==> src/rtl/window_cmp_pkg.sv <==
// Purpose: shared constants and types for the two-channel window comparator register bank
// Assumes: byte-wide register port, 12-bit conversion results, channels 1 and 2 only
// Notes:   per-channel offset tables are indexed by channel slot 0 (channel 1) and 1 (channel 2)
package window_cmp_pkg;

    // widths
    localparam int RESULT_W     = 12;
    localparam int REG_W        = 8;
    localparam int ADDR_W       = 8;
    localparam int CHAN_CODE_W  = 3;
    localparam int NIBBLE_W     = 4;
    localparam int NIBBLE_POS   = 4;
    localparam int MARGIN_W     = 7;
    localparam int MARGIN_SHIFT = 3;
    localparam int CHAN_NUM     = 2;

    // register offsets
    localparam logic [ADDR_W-1:0] CHAN1_MARGIN_AND_HIGH_NIBBLE_OFS  = 8'h24;
    localparam logic [ADDR_W-1:0] CHAN1_UPPER_HIGH_LIMIT_OFS        = 8'h25;
    localparam logic [ADDR_W-1:0] CHAN1_LOW_NIBBLE_AND_DEBOUNCE_OFS = 8'h26;
    localparam logic [ADDR_W-1:0] CHAN1_UPPER_LOW_LIMIT_OFS         = 8'h27;
    localparam logic [ADDR_W-1:0] CHAN2_MARGIN_AND_HIGH_NIBBLE_OFS  = 8'h28;
    localparam logic [ADDR_W-1:0] CHAN2_UPPER_HIGH_LIMIT_OFS        = 8'h29;
    localparam logic [ADDR_W-1:0] CHAN2_LOW_NIBBLE_AND_DEBOUNCE_OFS = 8'h2A;
    localparam logic [ADDR_W-1:0] CHAN2_UPPER_LOW_LIMIT_OFS         = 8'h2B;

    // per-slot offset tables
    localparam logic [ADDR_W-1:0] MARGIN_OFS [CHAN_NUM] =
        '{CHAN1_MARGIN_AND_HIGH_NIBBLE_OFS, CHAN2_MARGIN_AND_HIGH_NIBBLE_OFS};
    localparam logic [ADDR_W-1:0] HIGH_OFS [CHAN_NUM] =
        '{CHAN1_UPPER_HIGH_LIMIT_OFS, CHAN2_UPPER_HIGH_LIMIT_OFS};
    localparam logic [ADDR_W-1:0] DEBOUNCE_OFS [CHAN_NUM] =
        '{CHAN1_LOW_NIBBLE_AND_DEBOUNCE_OFS, CHAN2_LOW_NIBBLE_AND_DEBOUNCE_OFS};
    localparam logic [ADDR_W-1:0] LOW_OFS [CHAN_NUM] =
        '{CHAN1_UPPER_LOW_LIMIT_OFS, CHAN2_UPPER_LOW_LIMIT_OFS};

    // converter channel code served by each slot
    localparam logic [CHAN_CODE_W-1:0] CHAN_CODE [CHAN_NUM] = '{3'h1, 3'h2};

    // reset values
    localparam logic [REG_W-1:0] MARGIN_RST   = 8'hF0;
    localparam logic [REG_W-1:0] HIGH_RST     = 8'hFF;
    localparam logic [REG_W-1:0] DEBOUNCE_RST = 8'h00;
    localparam logic [REG_W-1:0] LOW_RST      = 8'h00;
    localparam logic [REG_W-1:0] UNMAPPED_RD  = 8'h00;

    // qualification state of one channel
    typedef enum logic {QUAL_IDLE, QUAL_ACTIVE} qual_state_type;

endpackage : window_cmp_pkg

==> src/rtl/event_flag_cell.sv <==
// Purpose: one sticky event flag, set by the monitor, cleared by a host write of one
// Assumes: set and clear are single-cycle pulses on mclk
// Notes:   a set in the clearing cycle wins, so no event is lost
module event_flag_cell (
    input  wire logic mclk,
    input  wire logic rst_n,
    input  wire logic set_pulse,
    input  wire logic clear_pulse,
    output logic      flag_state
);

    always_ff @(posedge mclk or negedge rst_n) begin
        if (!rst_n) begin
            flag_state <= 1'b0;
        end else if (set_pulse) begin
            flag_state <= 1'b1;
        end else if (clear_pulse) begin
            flag_state <= 1'b0;
        end
    end

    a_flag_sticky: assert property (@(posedge mclk) disable iff (!rst_n)
        flag_state && !clear_pulse |=> flag_state)
        else $error("event flag dropped without a clear");

    a_set_beats_clear: assert property (@(posedge mclk) disable iff (!rst_n)
        set_pulse && clear_pulse |=> flag_state)
        else $error("event lost against a simultaneous clear");

    a_clear_works: assert property (@(posedge mclk) disable iff (!rst_n)
        clear_pulse && !set_pulse |=> !flag_state)
        else $error("write of one did not clear the flag");

    c_flag_cleared: cover property (@(posedge mclk) disable iff (!rst_n)
        flag_state ##1 clear_pulse ##1 !flag_state);

endmodule : event_flag_cell

==> src/rtl/chan_window_monitor.sv <==
// Purpose: window test, hysteresis and consecutive-sample debounce for one channel
// Assumes: sample_valid marks a fresh result of this channel
// Notes:   event_hit is a one-cycle pulse one edge after the qualifying sample
module chan_window_monitor (
    input  wire logic        mclk,
    input  wire logic        rst_n,
    input  wire logic        sample_valid,
    input  wire logic [11:0] sample,
    input  wire logic [11:0] high_limit,
    input  wire logic [11:0] low_limit,
    input  wire logic [3:0]  margin_code,
    input  wire logic [3:0]  debounce,
    input  wire logic        region_inside,
    output logic             event_hit
);

    window_cmp_pkg::qual_state_type state_r;
    logic [window_cmp_pkg::MARGIN_W-1:0] margin;
    logic [12:0] r13, h13, l13, m13;
    logic        enter_out, stay_out, enter_in, stay_in, qual;
    logic [3:0]  count_r;

    // margin is the code shifted by three
    assign margin = {3'h0, margin_code} << window_cmp_pkg::MARGIN_SHIFT;
    assign r13    = {1'b0, sample};
    assign h13    = {1'b0, high_limit};
    assign l13    = {1'b0, low_limit};
    assign m13    = {6'h00, margin};

    // margin widens both limits once active
    assign enter_out = (r13 > h13) || (r13 < l13);
    assign stay_out  = (r13 + m13 > h13) || (r13 < l13 + m13);
    assign enter_in  = (r13 > l13) && (r13 < h13);
    assign stay_in   = (r13 + m13 > l13) && (r13 < h13 + m13);

    // region bit picks the alert condition
    always_comb begin
        unique case (state_r)
            window_cmp_pkg::QUAL_IDLE:   qual = region_inside ? enter_in : enter_out;
            window_cmp_pkg::QUAL_ACTIVE: qual = region_inside ? stay_in : stay_out;
        endcase
    end

    // qualification state follows each sample
    always_ff @(posedge mclk or negedge rst_n) begin
        if (!rst_n) begin
            state_r <= window_cmp_pkg::QUAL_IDLE;
        end else if (sample_valid) begin
            state_r <= qual ? window_cmp_pkg::QUAL_ACTIVE : window_cmp_pkg::QUAL_IDLE;
        end
    end

    // count n+1 consecutive hits, restart on a miss
    always_ff @(posedge mclk or negedge rst_n) begin
        if (!rst_n) begin
            count_r   <= 4'h0;
            event_hit <= 1'b0;
        end else begin
            event_hit <= sample_valid && qual && (count_r >= debounce);
            if (sample_valid && !qual) begin
                count_r <= 4'h0;
            // count saturates at full scale, so a later rise of the debounce setting still sees the true run length
            end else if (sample_valid && count_r != 4'hF) begin
                count_r <= count_r + 4'h1;
            end
        end
    end

    a_debounce_fires: assert property (@(posedge mclk) disable iff (!rst_n)
        sample_valid && qual && count_r >= debounce |=> event_hit)
        else $error("debounce reached but no event");

    a_no_early_event: assert property (@(posedge mclk) disable iff (!rst_n)
        sample_valid && qual && count_r < debounce |=> !event_hit && count_r == $past(count_r) + 4'h1)
        else $error("event before n+1 samples");

    a_miss_restarts: assert property (@(posedge mclk) disable iff (!rst_n)
        sample_valid && !qual |=> count_r == 4'h0 && !event_hit)
        else $error("failing sample did not restart the count");

    a_margin_holds: assert property (@(posedge mclk) disable iff (!rst_n)
        sample_valid && state_r == window_cmp_pkg::QUAL_ACTIVE && !region_inside
        && (r13 + m13 > h13) |=> state_r == window_cmp_pkg::QUAL_ACTIVE)
        else $error("alert released inside the margin band");

    a_inside_region: assert property (@(posedge mclk) disable iff (!rst_n)
        sample_valid && region_inside && r13 > l13 && r13 < h13 |=> state_r == window_cmp_pkg::QUAL_ACTIVE)
        else $error("inside-window result not qualified");

    a_outside_region: assert property (@(posedge mclk) disable iff (!rst_n)
        sample_valid && !region_inside && r13 > h13 |=> state_r == window_cmp_pkg::QUAL_ACTIVE)
        else $error("result above high limit not qualified");

    c_debounced_event: cover property (@(posedge mclk) disable iff (!rst_n)
        debounce == 4'h2 && event_hit);

endmodule : chan_window_monitor

==> src/rtl/window_comparator_threshold_regs.sv <==
// Purpose: threshold, margin and debounce registers of channels 1 and 2 with their window monitors
// Assumes: the serial-port engine delivers byte register accesses on mclk; converter results
//          arrive on mclk with a channel code; region select and flag clears come from core logic
// Notes:   unmapped addresses read as zero and ignore writes
//
// How it works
// - high limit keeps a 12-bit value whose top byte faces result bits 11:4
// - high limit bottom nibble lives in margin register bits 7-4, faces result bits 3:0
// - low limit bottom nibble lives in debounce register bits 7-4, faces result bits 3:0
// - low limit top byte is stored apart and faces result bits 11:4
// - four-bit margin code shifted left three gives a seven-bit margin on both limits
// - event flag sets after debounce setting plus one consecutive qualifying samples
// - channel 1 resets high top byte to all ones, low fields and debounce to zero
// - channel 2 margin register resets with high nibble ones and margin zero
// - region bit zero alerts outside the window, one alerts inside it
// - event flag holds until the host writes one to its bit
module window_comparator_threshold_regs (
    input  wire logic        mclk,
    input  wire logic        rst_n,
    // register port from the serial engine
    input  wire logic [7:0]  reg_addr,
    input  wire logic [7:0]  reg_wdata,
    input  wire logic        reg_wr,
    input  wire logic        reg_rd,
    output logic [7:0]       reg_rdata,
    output logic             reg_rvalid,
    // converter results
    input  wire logic        conv_valid,
    input  wire logic [2:0]  conv_chan,
    input  wire logic [11:0] conv_result,
    // per-slot controls: bit 0 is channel 1, bit 1 is channel 2
    input  wire logic [1:0]  alert_region_select,
    input  wire logic [1:0]  flag_clear,
    output logic [1:0]       event_flag
);

    logic [7:0]  margin_r   [window_cmp_pkg::CHAN_NUM];
    logic [7:0]  high_r     [window_cmp_pkg::CHAN_NUM];
    logic [7:0]  debounce_r [window_cmp_pkg::CHAN_NUM];
    logic [7:0]  low_r      [window_cmp_pkg::CHAN_NUM];
    logic [11:0] high_limit [window_cmp_pkg::CHAN_NUM];
    logic [11:0] low_limit  [window_cmp_pkg::CHAN_NUM];
    logic [1:0]  hit;
    logic [1:0]  slot_valid;
    logic [7:0]  rdata_nxt;

    genvar gi;
    generate
        for (gi = 0; gi < window_cmp_pkg::CHAN_NUM; gi++) begin : g_chan
            localparam logic [7:0] RST_MARGIN = window_cmp_pkg::MARGIN_RST;

            always_ff @(posedge mclk or negedge rst_n) begin
                if (!rst_n) begin
                    margin_r[gi]   <= RST_MARGIN;
                    high_r[gi]     <= window_cmp_pkg::HIGH_RST;
                    debounce_r[gi] <= window_cmp_pkg::DEBOUNCE_RST;
                    low_r[gi]      <= window_cmp_pkg::LOW_RST;
                end else if (reg_wr) begin
                    if (reg_addr == window_cmp_pkg::MARGIN_OFS[gi]) begin
                        margin_r[gi] <= reg_wdata;
                    end
                    if (reg_addr == window_cmp_pkg::HIGH_OFS[gi]) begin
                        high_r[gi] <= reg_wdata;
                    end
                    if (reg_addr == window_cmp_pkg::DEBOUNCE_OFS[gi]) begin
                        debounce_r[gi] <= reg_wdata;
                    end
                    if (reg_addr == window_cmp_pkg::LOW_OFS[gi]) begin
                        low_r[gi] <= reg_wdata;
                    end
                end
            end

            // high limit: top byte over nibble from margin register
            assign high_limit[gi] = {high_r[gi],
                margin_r[gi][window_cmp_pkg::NIBBLE_POS +: window_cmp_pkg::NIBBLE_W]};
            // low limit: separate top byte over nibble from debounce register
            assign low_limit[gi]  = {low_r[gi],
                debounce_r[gi][window_cmp_pkg::NIBBLE_POS +: window_cmp_pkg::NIBBLE_W]};

            // route results of this slot's channel only
            assign slot_valid[gi] = conv_valid && (conv_chan == window_cmp_pkg::CHAN_CODE[gi]);

            chan_window_monitor u_monitor (
                .mclk          (mclk),
                .rst_n         (rst_n),
                .sample_valid  (slot_valid[gi]),
                .sample        (conv_result),
                .high_limit    (high_limit[gi]),
                .low_limit     (low_limit[gi]),
                .margin_code   (margin_r[gi][window_cmp_pkg::NIBBLE_W-1:0]),
                .debounce      (debounce_r[gi][window_cmp_pkg::NIBBLE_W-1:0]),
                .region_inside (alert_region_select[gi]),
                .event_hit     (hit[gi])
            );

            // sticky flag, set wins over clear
            event_flag_cell u_flag (
                .mclk        (mclk),
                .rst_n       (rst_n),
                .set_pulse   (hit[gi]),
                .clear_pulse (flag_clear[gi]),
                .flag_state  (event_flag[gi])
            );
        end
    endgenerate

    // read mux over both slots, zero for unmapped addresses
    always_comb begin
        rdata_nxt = window_cmp_pkg::UNMAPPED_RD;
        for (int i = 0; i < window_cmp_pkg::CHAN_NUM; i++) begin
            if (reg_addr == window_cmp_pkg::MARGIN_OFS[i]) begin
                rdata_nxt = margin_r[i];
            end
            if (reg_addr == window_cmp_pkg::HIGH_OFS[i]) begin
                rdata_nxt = high_r[i];
            end
            if (reg_addr == window_cmp_pkg::DEBOUNCE_OFS[i]) begin
                rdata_nxt = debounce_r[i];
            end
            if (reg_addr == window_cmp_pkg::LOW_OFS[i]) begin
                rdata_nxt = low_r[i];
            end
        end
    end

    // registered read answer, one edge after the strobe
    always_ff @(posedge mclk or negedge rst_n) begin
        if (!rst_n) begin
            reg_rdata  <= 8'h00;
            reg_rvalid <= 1'b0;
        end else begin
            reg_rvalid <= reg_rd;
            if (reg_rd) begin
                reg_rdata <= rdata_nxt;
            end
        end
    end

    // assertions on the register bank

    a_high_top_write: assert property (@(posedge mclk) disable iff (!rst_n)
        reg_wr && reg_addr == window_cmp_pkg::CHAN1_UPPER_HIGH_LIMIT_OFS
        |=> high_limit[0][11:4] == $past(reg_wdata))
        else $error("channel 1 high top byte not taken from write");

    a_high_nibble_path: assert property (@(posedge mclk) disable iff (!rst_n)
        reg_wr && reg_addr == window_cmp_pkg::CHAN2_MARGIN_AND_HIGH_NIBBLE_OFS
        |=> high_limit[1][3:0] == $past(reg_wdata[7:4]) && high_limit[1][11:4] == $past(high_r[1]))
        else $error("channel 2 high nibble not taken from margin bits 7-4");

    a_low_nibble_path: assert property (@(posedge mclk) disable iff (!rst_n)
        reg_wr && reg_addr == window_cmp_pkg::CHAN1_LOW_NIBBLE_AND_DEBOUNCE_OFS
        |=> low_limit[0][3:0] == $past(reg_wdata[7:4]))
        else $error("channel 1 low nibble not taken from debounce bits 7-4");

    a_low_top_write: assert property (@(posedge mclk) disable iff (!rst_n)
        reg_wr && reg_addr == window_cmp_pkg::CHAN2_UPPER_LOW_LIMIT_OFS
        |=> low_limit[1][11:4] == $past(reg_wdata) && low_limit[1][3:0] == $past(debounce_r[1][7:4]))
        else $error("channel 2 low top byte not taken from write");

    a_chan1_reset: assert property (@(posedge mclk)
        $rose(rst_n) |-> high_r[0] == window_cmp_pkg::HIGH_RST && debounce_r[0] == window_cmp_pkg::DEBOUNCE_RST
        && low_r[0] == window_cmp_pkg::LOW_RST)
        else $error("channel 1 reset values wrong");

    a_chan2_reset: assert property (@(posedge mclk)
        $rose(rst_n) |-> margin_r[1] == window_cmp_pkg::MARGIN_RST)
        else $error("channel 2 margin reset value wrong");

    a_read_answer: assert property (@(posedge mclk) disable iff (!rst_n)
        reg_rd && !reg_wr && reg_addr == window_cmp_pkg::CHAN1_UPPER_HIGH_LIMIT_OFS
        |=> reg_rvalid && reg_rdata == high_r[0])
        else $error("read of channel 1 high top byte wrong");

    a_flag_follows_hit: assert property (@(posedge mclk) disable iff (!rst_n)
        hit[0] |=> event_flag[0])
        else $error("debounced event did not set the flag");

    a_other_chan_quiet: assert property (@(posedge mclk) disable iff (!rst_n)
        !slot_valid[0] |=> !hit[0])
        else $error("event without a sample of its channel");

    c_chan1_write: cover property (@(posedge mclk) disable iff (!rst_n)
        reg_wr && reg_addr == window_cmp_pkg::CHAN1_UPPER_LOW_LIMIT_OFS);

    c_chan2_event: cover property (@(posedge mclk) disable iff (!rst_n)
        slot_valid[1] ##[1:20] event_flag[1]);

    c_unmapped_read: cover property (@(posedge mclk) disable iff (!rst_n)
        reg_rd && reg_addr == 8'h2C);

endmodule : window_comparator_threshold_regs

==> config.mk <==
export PLATFORM = sky130hd
export DESIGN_NAME = window_comparator_threshold_regs
export DESIGN_NICKNAME = d
export VERILOG_FILES = /design/src/rtl/window_cmp_pkg.sv /design/src/rtl/event_flag_cell.sv /design/src/rtl/chan_window_monitor.sv /design/src/rtl/window_comparator_threshold_regs.sv
export SDC_FILE = /design/constraint.sdc
export NUM_CORES = 1
export LEC_CHECK = 0
export BUFFER_PORTS_ARGS = -buffer_cell sky130_fd_sc_hd__buf_2
export CORE_MARGIN = 10
export CORE_UTILIZATION = 30
export DETAILED_ROUTE_END_ITERATION = 12
export SYNTH_ARGS = -nofsm -noshare
export SYNTH_HDL_FRONTEND = slang
export SYNTH_SLANG_ARGS = --single-unit
==> constraint.sdc <==
create_clock -name mclk -period 3.2 [get_ports mclk]
set_input_delay 0.64 -clock mclk [delete_from_list [all_inputs] [get_ports mclk]]
set_output_delay 0.64 -clock mclk [all_outputs]
set_load 0.01 [all_outputs]
# Word level (Yosys, flattened, before mapping)
# Cells that the tools add are included.
# W data, S select, Z words.
[totals] reg_bits=87 input_bits=40 output_inout_bits=11 elab_cells=114
[classes] add_sub_neg=8 n_lt_le_gt_ge=18 n_eq_ne=12 muxes=24 n_bitwise=2 reduce_logical=32
[op_table] op="$add A12 B7 Y13" n=6
[op_table] op="$eq A8 B6 Y1 const B" n=8
[op_table] op="$mux W8" n=8
[op_table] op="$gt A13 B12 Y1" n=4
[op_table] op="$lt A12 B13 Y1" n=4
[op_table] op="$gt A12 B12 Y1" n=4
[op_table] op="$lt A12 B12 Y1" n=4
[op_table] op="$mux W4" n=4
[op_table] op="$reduce_and A2 Y1" n=8
[op_table] op="$logic_and A1 B1 Y1" n=14
[op_table] op="$mux W1" n=10
[op_table] op="$add A4 B1 Y4 const B" n=2
[op_table] op="$ge A4 B4 Y1" n=2
[op_table] op="$ne A4 B4 Y1 const B" n=2
[op_table] op="$reduce_bool A2 Y1" n=4
[op_table] op="$logic_or A1 B1 Y1" n=4
[op_table] op="$pmux W1 S2" n=2
[op_table] op="$eq A3 B1 Y1 const B" n=1
[op_table] op="$eq A3 B2 Y1 const B" n=1
[op_table] op="$logic_not A1 Y1" n=2
[op_table] op="$not A1 Y1" n=2

# Longest topological paths before layout
[depth] depth_word=9 mapped_depth=17 mapped_depth_nobuf=17

# By module
# From an unflattened synthesis, not the netlist that was laid out.
[unflattened] hier_cells=859 area_unflattened_um2=8558.2
[by_module_without_submodules] mod="window_comparator_threshold_regs" instances=1 cells_each=236 area_per_inst_um2=3373.2 seq_area_each_um2=1856.8
[by_module_without_submodules] mod="chan_window_monitor (g_chan[1].u_monitor)" instances=1 cells_each=309 area_per_inst_um2=2588.7 seq_area_each_um2=150.1
[by_module_without_submodules] mod="chan_window_monitor (g_chan[0].u_monitor)" instances=1 cells_each=308 area_per_inst_um2=2523.7 seq_area_each_um2=150.1
[by_module_without_submodules] mod="event_flag_cell" instances=2 cells_each=3 area_per_inst_um2=36.3 seq_area_each_um2=25.0

# Worst setup path before layout
# Ideal clock, no wire load.
[synth_path] path_type="input -> register" from="in conv_result[3]" to="reg g_chan[1].u_monitor.count_r[3]" setup_time_ns=0.119 arrival_time_ns=3.457 required_time_ns=3.081 slack_ns=-0.377 cell_stages=14 path_buffers=0 path_cell_list="ha_1 fa_1 a21o_1 a21oi_1 nor2_1 xnor2_1 ha_1 nor2b_1 a2111oi_0 a211o_1 o211ai_1 a31oi_1 a311oi_1 o21ba_2"
[synth_between] elab_chain_len=8 word_cells_on_any_way=20 classes_between="add/sub: 1; order compare: 8; mux: 4; reduce/logical: 7"
[synth_rtl] element="start, declared" line_no="window_comparator_threshold_regs.sv:30" rtl="input wire logic [11:0] conv_result,"
[synth_rtl] element="$add A12 B7 Y13" line_no="chan_window_monitor.sv:32, chan_window_monitor.sv:34"
[synth_rtl] element="$gt A13 B12 Y1 (on tied branches)" line_no="chan_window_monitor.sv:32, chan_window_monitor.sv:34"
[synth_rtl] element="$logic_or A1 B1 Y1 / $logic_and A1 B1 Y1 (equally long branches)" line_no="chan_window_monitor.sv:32, chan_window_monitor.sv:34"
[synth_rtl] element="$mux W1" line_no="chan_window_monitor.sv:40" rtl="window_cmp_pkg::QUAL_ACTIVE: qual = region_inside ? stay_in : stay_out;"
[synth_rtl] element="$pmux W1 S2 (*)" line_no="chan_window_monitor.sv:38" rtl="unique case (state_r)"
[synth_rtl] element="$logic_not A1 Y1 (*)" line_no="chan_window_monitor.sv:60" rtl="if (sample_valid && !qual) begin"
[synth_rtl] element="$logic_and A1 B1 Y1 (*)" line_no="chan_window_monitor.sv:60"
[synth_rtl] element="$mux W4 / $reduce_bool A2 Y1 (equally long branches)"
[synth_rtl] element="end signal, assigned" line_no="chan_window_monitor.sv:64" rtl="count_r <= count_r + 4'h1;"
[synth_rtl] element="end, declared" line_no="chan_window_monitor.sv:21" rtl="logic [3:0] count_r;"
# Every way passes the cells marked *; elsewhere a longest branch is shown, timed or not.
# A chain may end at the register's enable or synchronous reset.

# Final worst setup path
[layout_path] from="reg margin_r[0] (netlist bit)" to="reg g_chan[1].u_monitor.count_r[0]"
[layout_between] elab_chain_len=8 word_cells_on_any_way=15 classes_between="add/sub: 3; order compare: 4; mux: 3; reduce/logical: 5"
[layout_rtl] element="start, declared" line_no="window_comparator_threshold_regs.sv:37" rtl="logic [7:0] margin_r [window_cmp_pkg::CHAN_NUM];"
[layout_rtl] element="start signal, assigned by index" line_no="window_comparator_threshold_regs.sv:60" rtl="margin_r[gi] <= reg_wdata;"
[layout_rtl] element="$add A12 B7 Y13 (on tied branches)" line_no="chan_window_monitor.sv:32, chan_window_monitor.sv:34"
[layout_rtl] element="$gt A13 B12 Y1 (tied with other cells)" line_no="chan_window_monitor.sv:32" rtl="assign stay_out = (r13 + m13 > h13) || (r13 < l13 + m13);"
[layout_rtl] element="$logic_or A1 B1 Y1 / $logic_and A1 B1 Y1 (equally long branches)" line_no="chan_window_monitor.sv:32, chan_window_monitor.sv:34"
[layout_rtl] element="$mux W1 (*)" line_no="chan_window_monitor.sv:40"
[layout_rtl] element="$pmux W1 S2 (*)" line_no="chan_window_monitor.sv:38"
[layout_rtl] element="$logic_not A1 Y1 (*)" line_no="chan_window_monitor.sv:60"
[layout_rtl] element="$logic_and A1 B1 Y1 (*)" line_no="chan_window_monitor.sv:60"
[layout_rtl] element="$mux W4 / $reduce_bool A2 Y1 (equally long branches)"
# Marks and branches as above.

==> impl_metrics.toml <==
[outcome]
outcome = "complete, but fails checks"
violations = "negative setup slack"

[logic_synthesis]
post_synth_fa_ha_maj_area_fraction_pct = 24.2
netlist_top_cells_area = "ha_1 (23%), dfrtp_1 (19%), mux2_2 (9.3%), dfstp_2 (7.5%), a21oi_1 (3.7%)"
ys_ff_latch = 87
yosys_most_used_dff = "dfrtp_1"
synth_mux_area_share_pct = 10.3
syn_area_sq_mm = 0.00845
synth_top_family_by_area = "adder cells"
ys.warnings.count = 0
seq_area_frac_synth_pct = 26.1
yosys.area.top_type = "ha_1"
synth_xor_area_share_pct = 4.56
yosysTopAreaCellShare_pct = 22.8
ys_top_cells_by_count = "ha_1 (154), inv_1 (73), mux2_2 (70)"
synth_compound_area_share_pct = 16.7
synth-edff-count = 0
synth_nets = 1087
synth_cell_types = 65
synth_simple_gate_area_share_pct = 13.6
synth_area_per_cell_sq_um = 9.52
postSynthCellCount = 887
synthArstFlopShare_pct = 100
post-synth-top-count-cell = "ha_1"

[floorplanning]
start_util_pct = 30.4
io_pins = 51
dieArea_sq_mm = 0.0353
die_y_um = 188
rows = 61
core_area_sq_mm = 0.0278
die_w_um = 188

[power_and_ir_drop]
pwr_density_cell_mw_per_mm2 = 332
irDropWorstVdd_v = 0.000301
total_power_mw = 3.51
power.leakage_nw = 4.68

[global_routing]
grt-ovfl-total = 0
antenna_found_initial = 1
grt_pass1_vias = 7488
grt_pass1_wl_mm = 42.3
grt_max_degree = 47
grtUsageTotal_pct = 15.0

[detailed_routing]
wl_per_cell_um = 19.3
drt_pass1_iterations = 5
routed_wl_mm = 27.3
drtIter0Drc = 460
viasPerCell = 5.26
drc = 0
ant_nets = 0
num_vias = 7444

[clocking]
clock_latency_ns = 0.34
cts-root-buf = "clkbuf_16"
cts.sinks = 87
cts.htree.levels = 3
cts_tree = "built"
cts_hold_buf = 0
clock_path_buffers = 2
clk_pin_slew_ns = 0.07
cts-buffers-inserted = 9

[sta]
final-hold-violation-count = 0
skew_ns = 0.00964
min_period_over_period_pct = 108
rsz0062_at_grt = "yes"
finalSetupViolations = 11
final.setup.worst_slack_ns = -0.266
fmax_mhz = 289
final_max_slew_viol_count = 0
post-route-min-period_ns = 3.47
worstMarginPinSlew_ns = 0.696
slew-limit-headroom_pct = 53.2

[place]
finalWeightedCongestion = 0.905
hpwl_mm = 22.0
port_buffers = 50
dpl_cell_area_sq_mm = 0.00976

[setup_path]
ff2ff_path_depth = 15
r2r_start = "margin_r[0]$_DFFE_PN0P_"
cp.arrival_ns = 3.74
worstSetupStartpointType = "register"
critPathCaptureType = "register"
cp-startpoint = "margin_r[0]$_DFFE_PN0P_"
required_ns = 3.47
cp_max_fo = 5
ff2ff_setup_slack_ns = -0.27
r2r_end = "g_chan[1].u_monitor.count_r[0]$_DFFE_PN0P_"
crit_type = "register to register"

[min_path]
hold_path.class = "input port to asynchronous set/reset pin"

[cells_and_area]
layout-drive-gt1-share_pct = 33.1
stdcell_area_sq_mm = 0.0106
area_growth_pct = 24.9
nets = 1232

[run]
cap_violations = 0
-- metal layers --
metal / GRT usage, % / up-vias / share of wire, %
li1: - / 3582 / -
met1: 20.3 / 3636 / 47
met2: 24.3 / 185 / 46
met3: 2.17 / 41 / 3.9
met4: 4.31 / 0 / 2.3
met5: 0 / - / 0
-- cell families after synthesis --
family / Yosys count
multiplexers: 78
flip-flops: 87
AND/OR/NAND/NOR: 205
AO/OA/AOI/OAI: 220
adder cells (fa/ha/maj): 160
XOR/XNOR: 44
buffers and inverters: 93
-- worst max-delay path by stage --
| stage | slack (ns) | depth (start not counted) | to |
|---|---|---|---|
| 6_report | -0.27 | 15 | g_chan[1].u_monitor.count_r[0]$_DFFE_PN0P_ |
| 5_1_grt | -0.43 | 15 | g_chan[1].u_monitor.count_r[2]$_DFFE_PN0P_ |
| 4_1_cts | -0.19 | 15 | g_chan[1].u_monitor.count_r[2]$_DFFE_PN0P_ |
| 3_5_place_dp | -0.65 | 16 | g_chan[1].u_monitor.count_r[3]$_DFFE_PN0P_ |
| 3_3_place_gp | -0.53 | 16 | g_chan[1].u_monitor.count_r[3]$_DFFE_PN0P_ |
| 2_1_floorplan | -0.13 | 14 | g_chan[1].u_monitor.count_r[3]$_DFFE_PN0P_ |
-- registers in the layout, indices dropped and copies added (netlist names) --
register,cells
reg_rvalid,1
low_limit,16
margin_r,8
g_chan.u_flag.flag_state,2
debounce_r,16
reg_rdata,8
g_chan.u_monitor.count_r,8
g_chan.u_monitor.state_r,2
high_limit,24
g_chan.u_monitor.event_hit,2
-- worst max-delay path, cell delays in order, from the launching register on --
cell and delay, ns:
dfrtp_2 0.46, ha_4 0.19, fa_2 0.38, a21o_1 0.17, a21oi_2 0.18, nor2_1 0.07
xnor2_1 0.21, ha_1 0.28, buf_6 0.12, and3_4 0.13, and3_4 0.13, a211o_1 0.23
o211ai_1 0.19, a31oi_4 0.18, o31a_1 0.32, o22ai_1 0.15
-- timing repair --
action,in CTS,in global routing
pin swaps,24,34
buffers inserted,13,7
endpoints found under the setup margin,12,12
gates resized for setup,39,35
-- per-stage QoR --
stage	instances	hold slack (ns)	setup WS, ns	setup TNS, ns	utilization, %
after detailed placement	1380	0.417	-0.647	-6.87	35.1
after global routing	1416	0.340	-0.435	-3.58	38.0
after CTS	1409	0.324	-0.194	-1.11	37.2
final	1416	0.287	-0.266	-1.80	38.0
after global placement	1380	0.430	-0.533	-5.75	35.1
after floorplan	887	0.344	-0.131	-0.502	-
-- cell type report --
type	instances	area (sq um)
Inverter	73	274
Antenna cell	1	2.50
Timing Repair Buffer	154	1070
Multi-Input combinational cell	707	6230
Clock buffer	12	256
Sequential cell	87	2210
Tap cell	378	473
Clock inverter	4	30.0
Fill cell	2831	17200
-- layout by cell type (no fill, tap or decap), types with 5 or more instances in the layout --
| cell type | netlist | routed |
|---|---|---|
| nand2b_1 | 10 | 10 |
| a211oi_1 | 9 | 7 |
| buf_2 | 4 | 47 |
| nor3_1 | 13 | 5 |
| a21o_1 | 31 | 31 |
| xor2_1 | 14 | 13 |
| mux2_2 | 70 | 70 |
| nor2b_1 | 14 | 13 |
| a21oi_1 | 62 | 52 |
| nand2_1 | 48 | 48 |
| o211ai_1 | 11 | 11 |
| o21ai_0 | 51 | 46 |
| nand3_1 | 23 | 20 |
| ha_4 | 0 | 7 |
| nand3_2 | 3 | 5 |
| buf_4 | 4 | 102 |
| o21bai_1 | 5 | 5 |
| dfstp_2 | 24 | 24 |
| nor3_2 | 0 | 8 |
| a21oi_2 | 2 | 12 |
| a32oi_1 | 7 | 7 |
| ha_1 | 154 | 146 |
| xnor2_1 | 30 | 28 |
| and3_1 | 12 | 9 |
| inv_1 | 73 | 73 |
| clkbuf_16 | 0 | 9 |
| and4_1 | 5 | 5 |
| dfrtp_1 | 63 | 57 |
| nand4_1 | 17 | 17 |
| dfrtp_2 | 0 | 6 |
| nor2_1 | 29 | 26 |
| mux2i_1 | 8 | 8 |
-- power by group --
part           internal (mW)  switching (mW)  leakage (nW)
clock network          0.569           0.450         0.127
logic                  0.534           0.632          3.46
registers               1.20           0.118          1.09
Power figures use the tool's default switching activity.
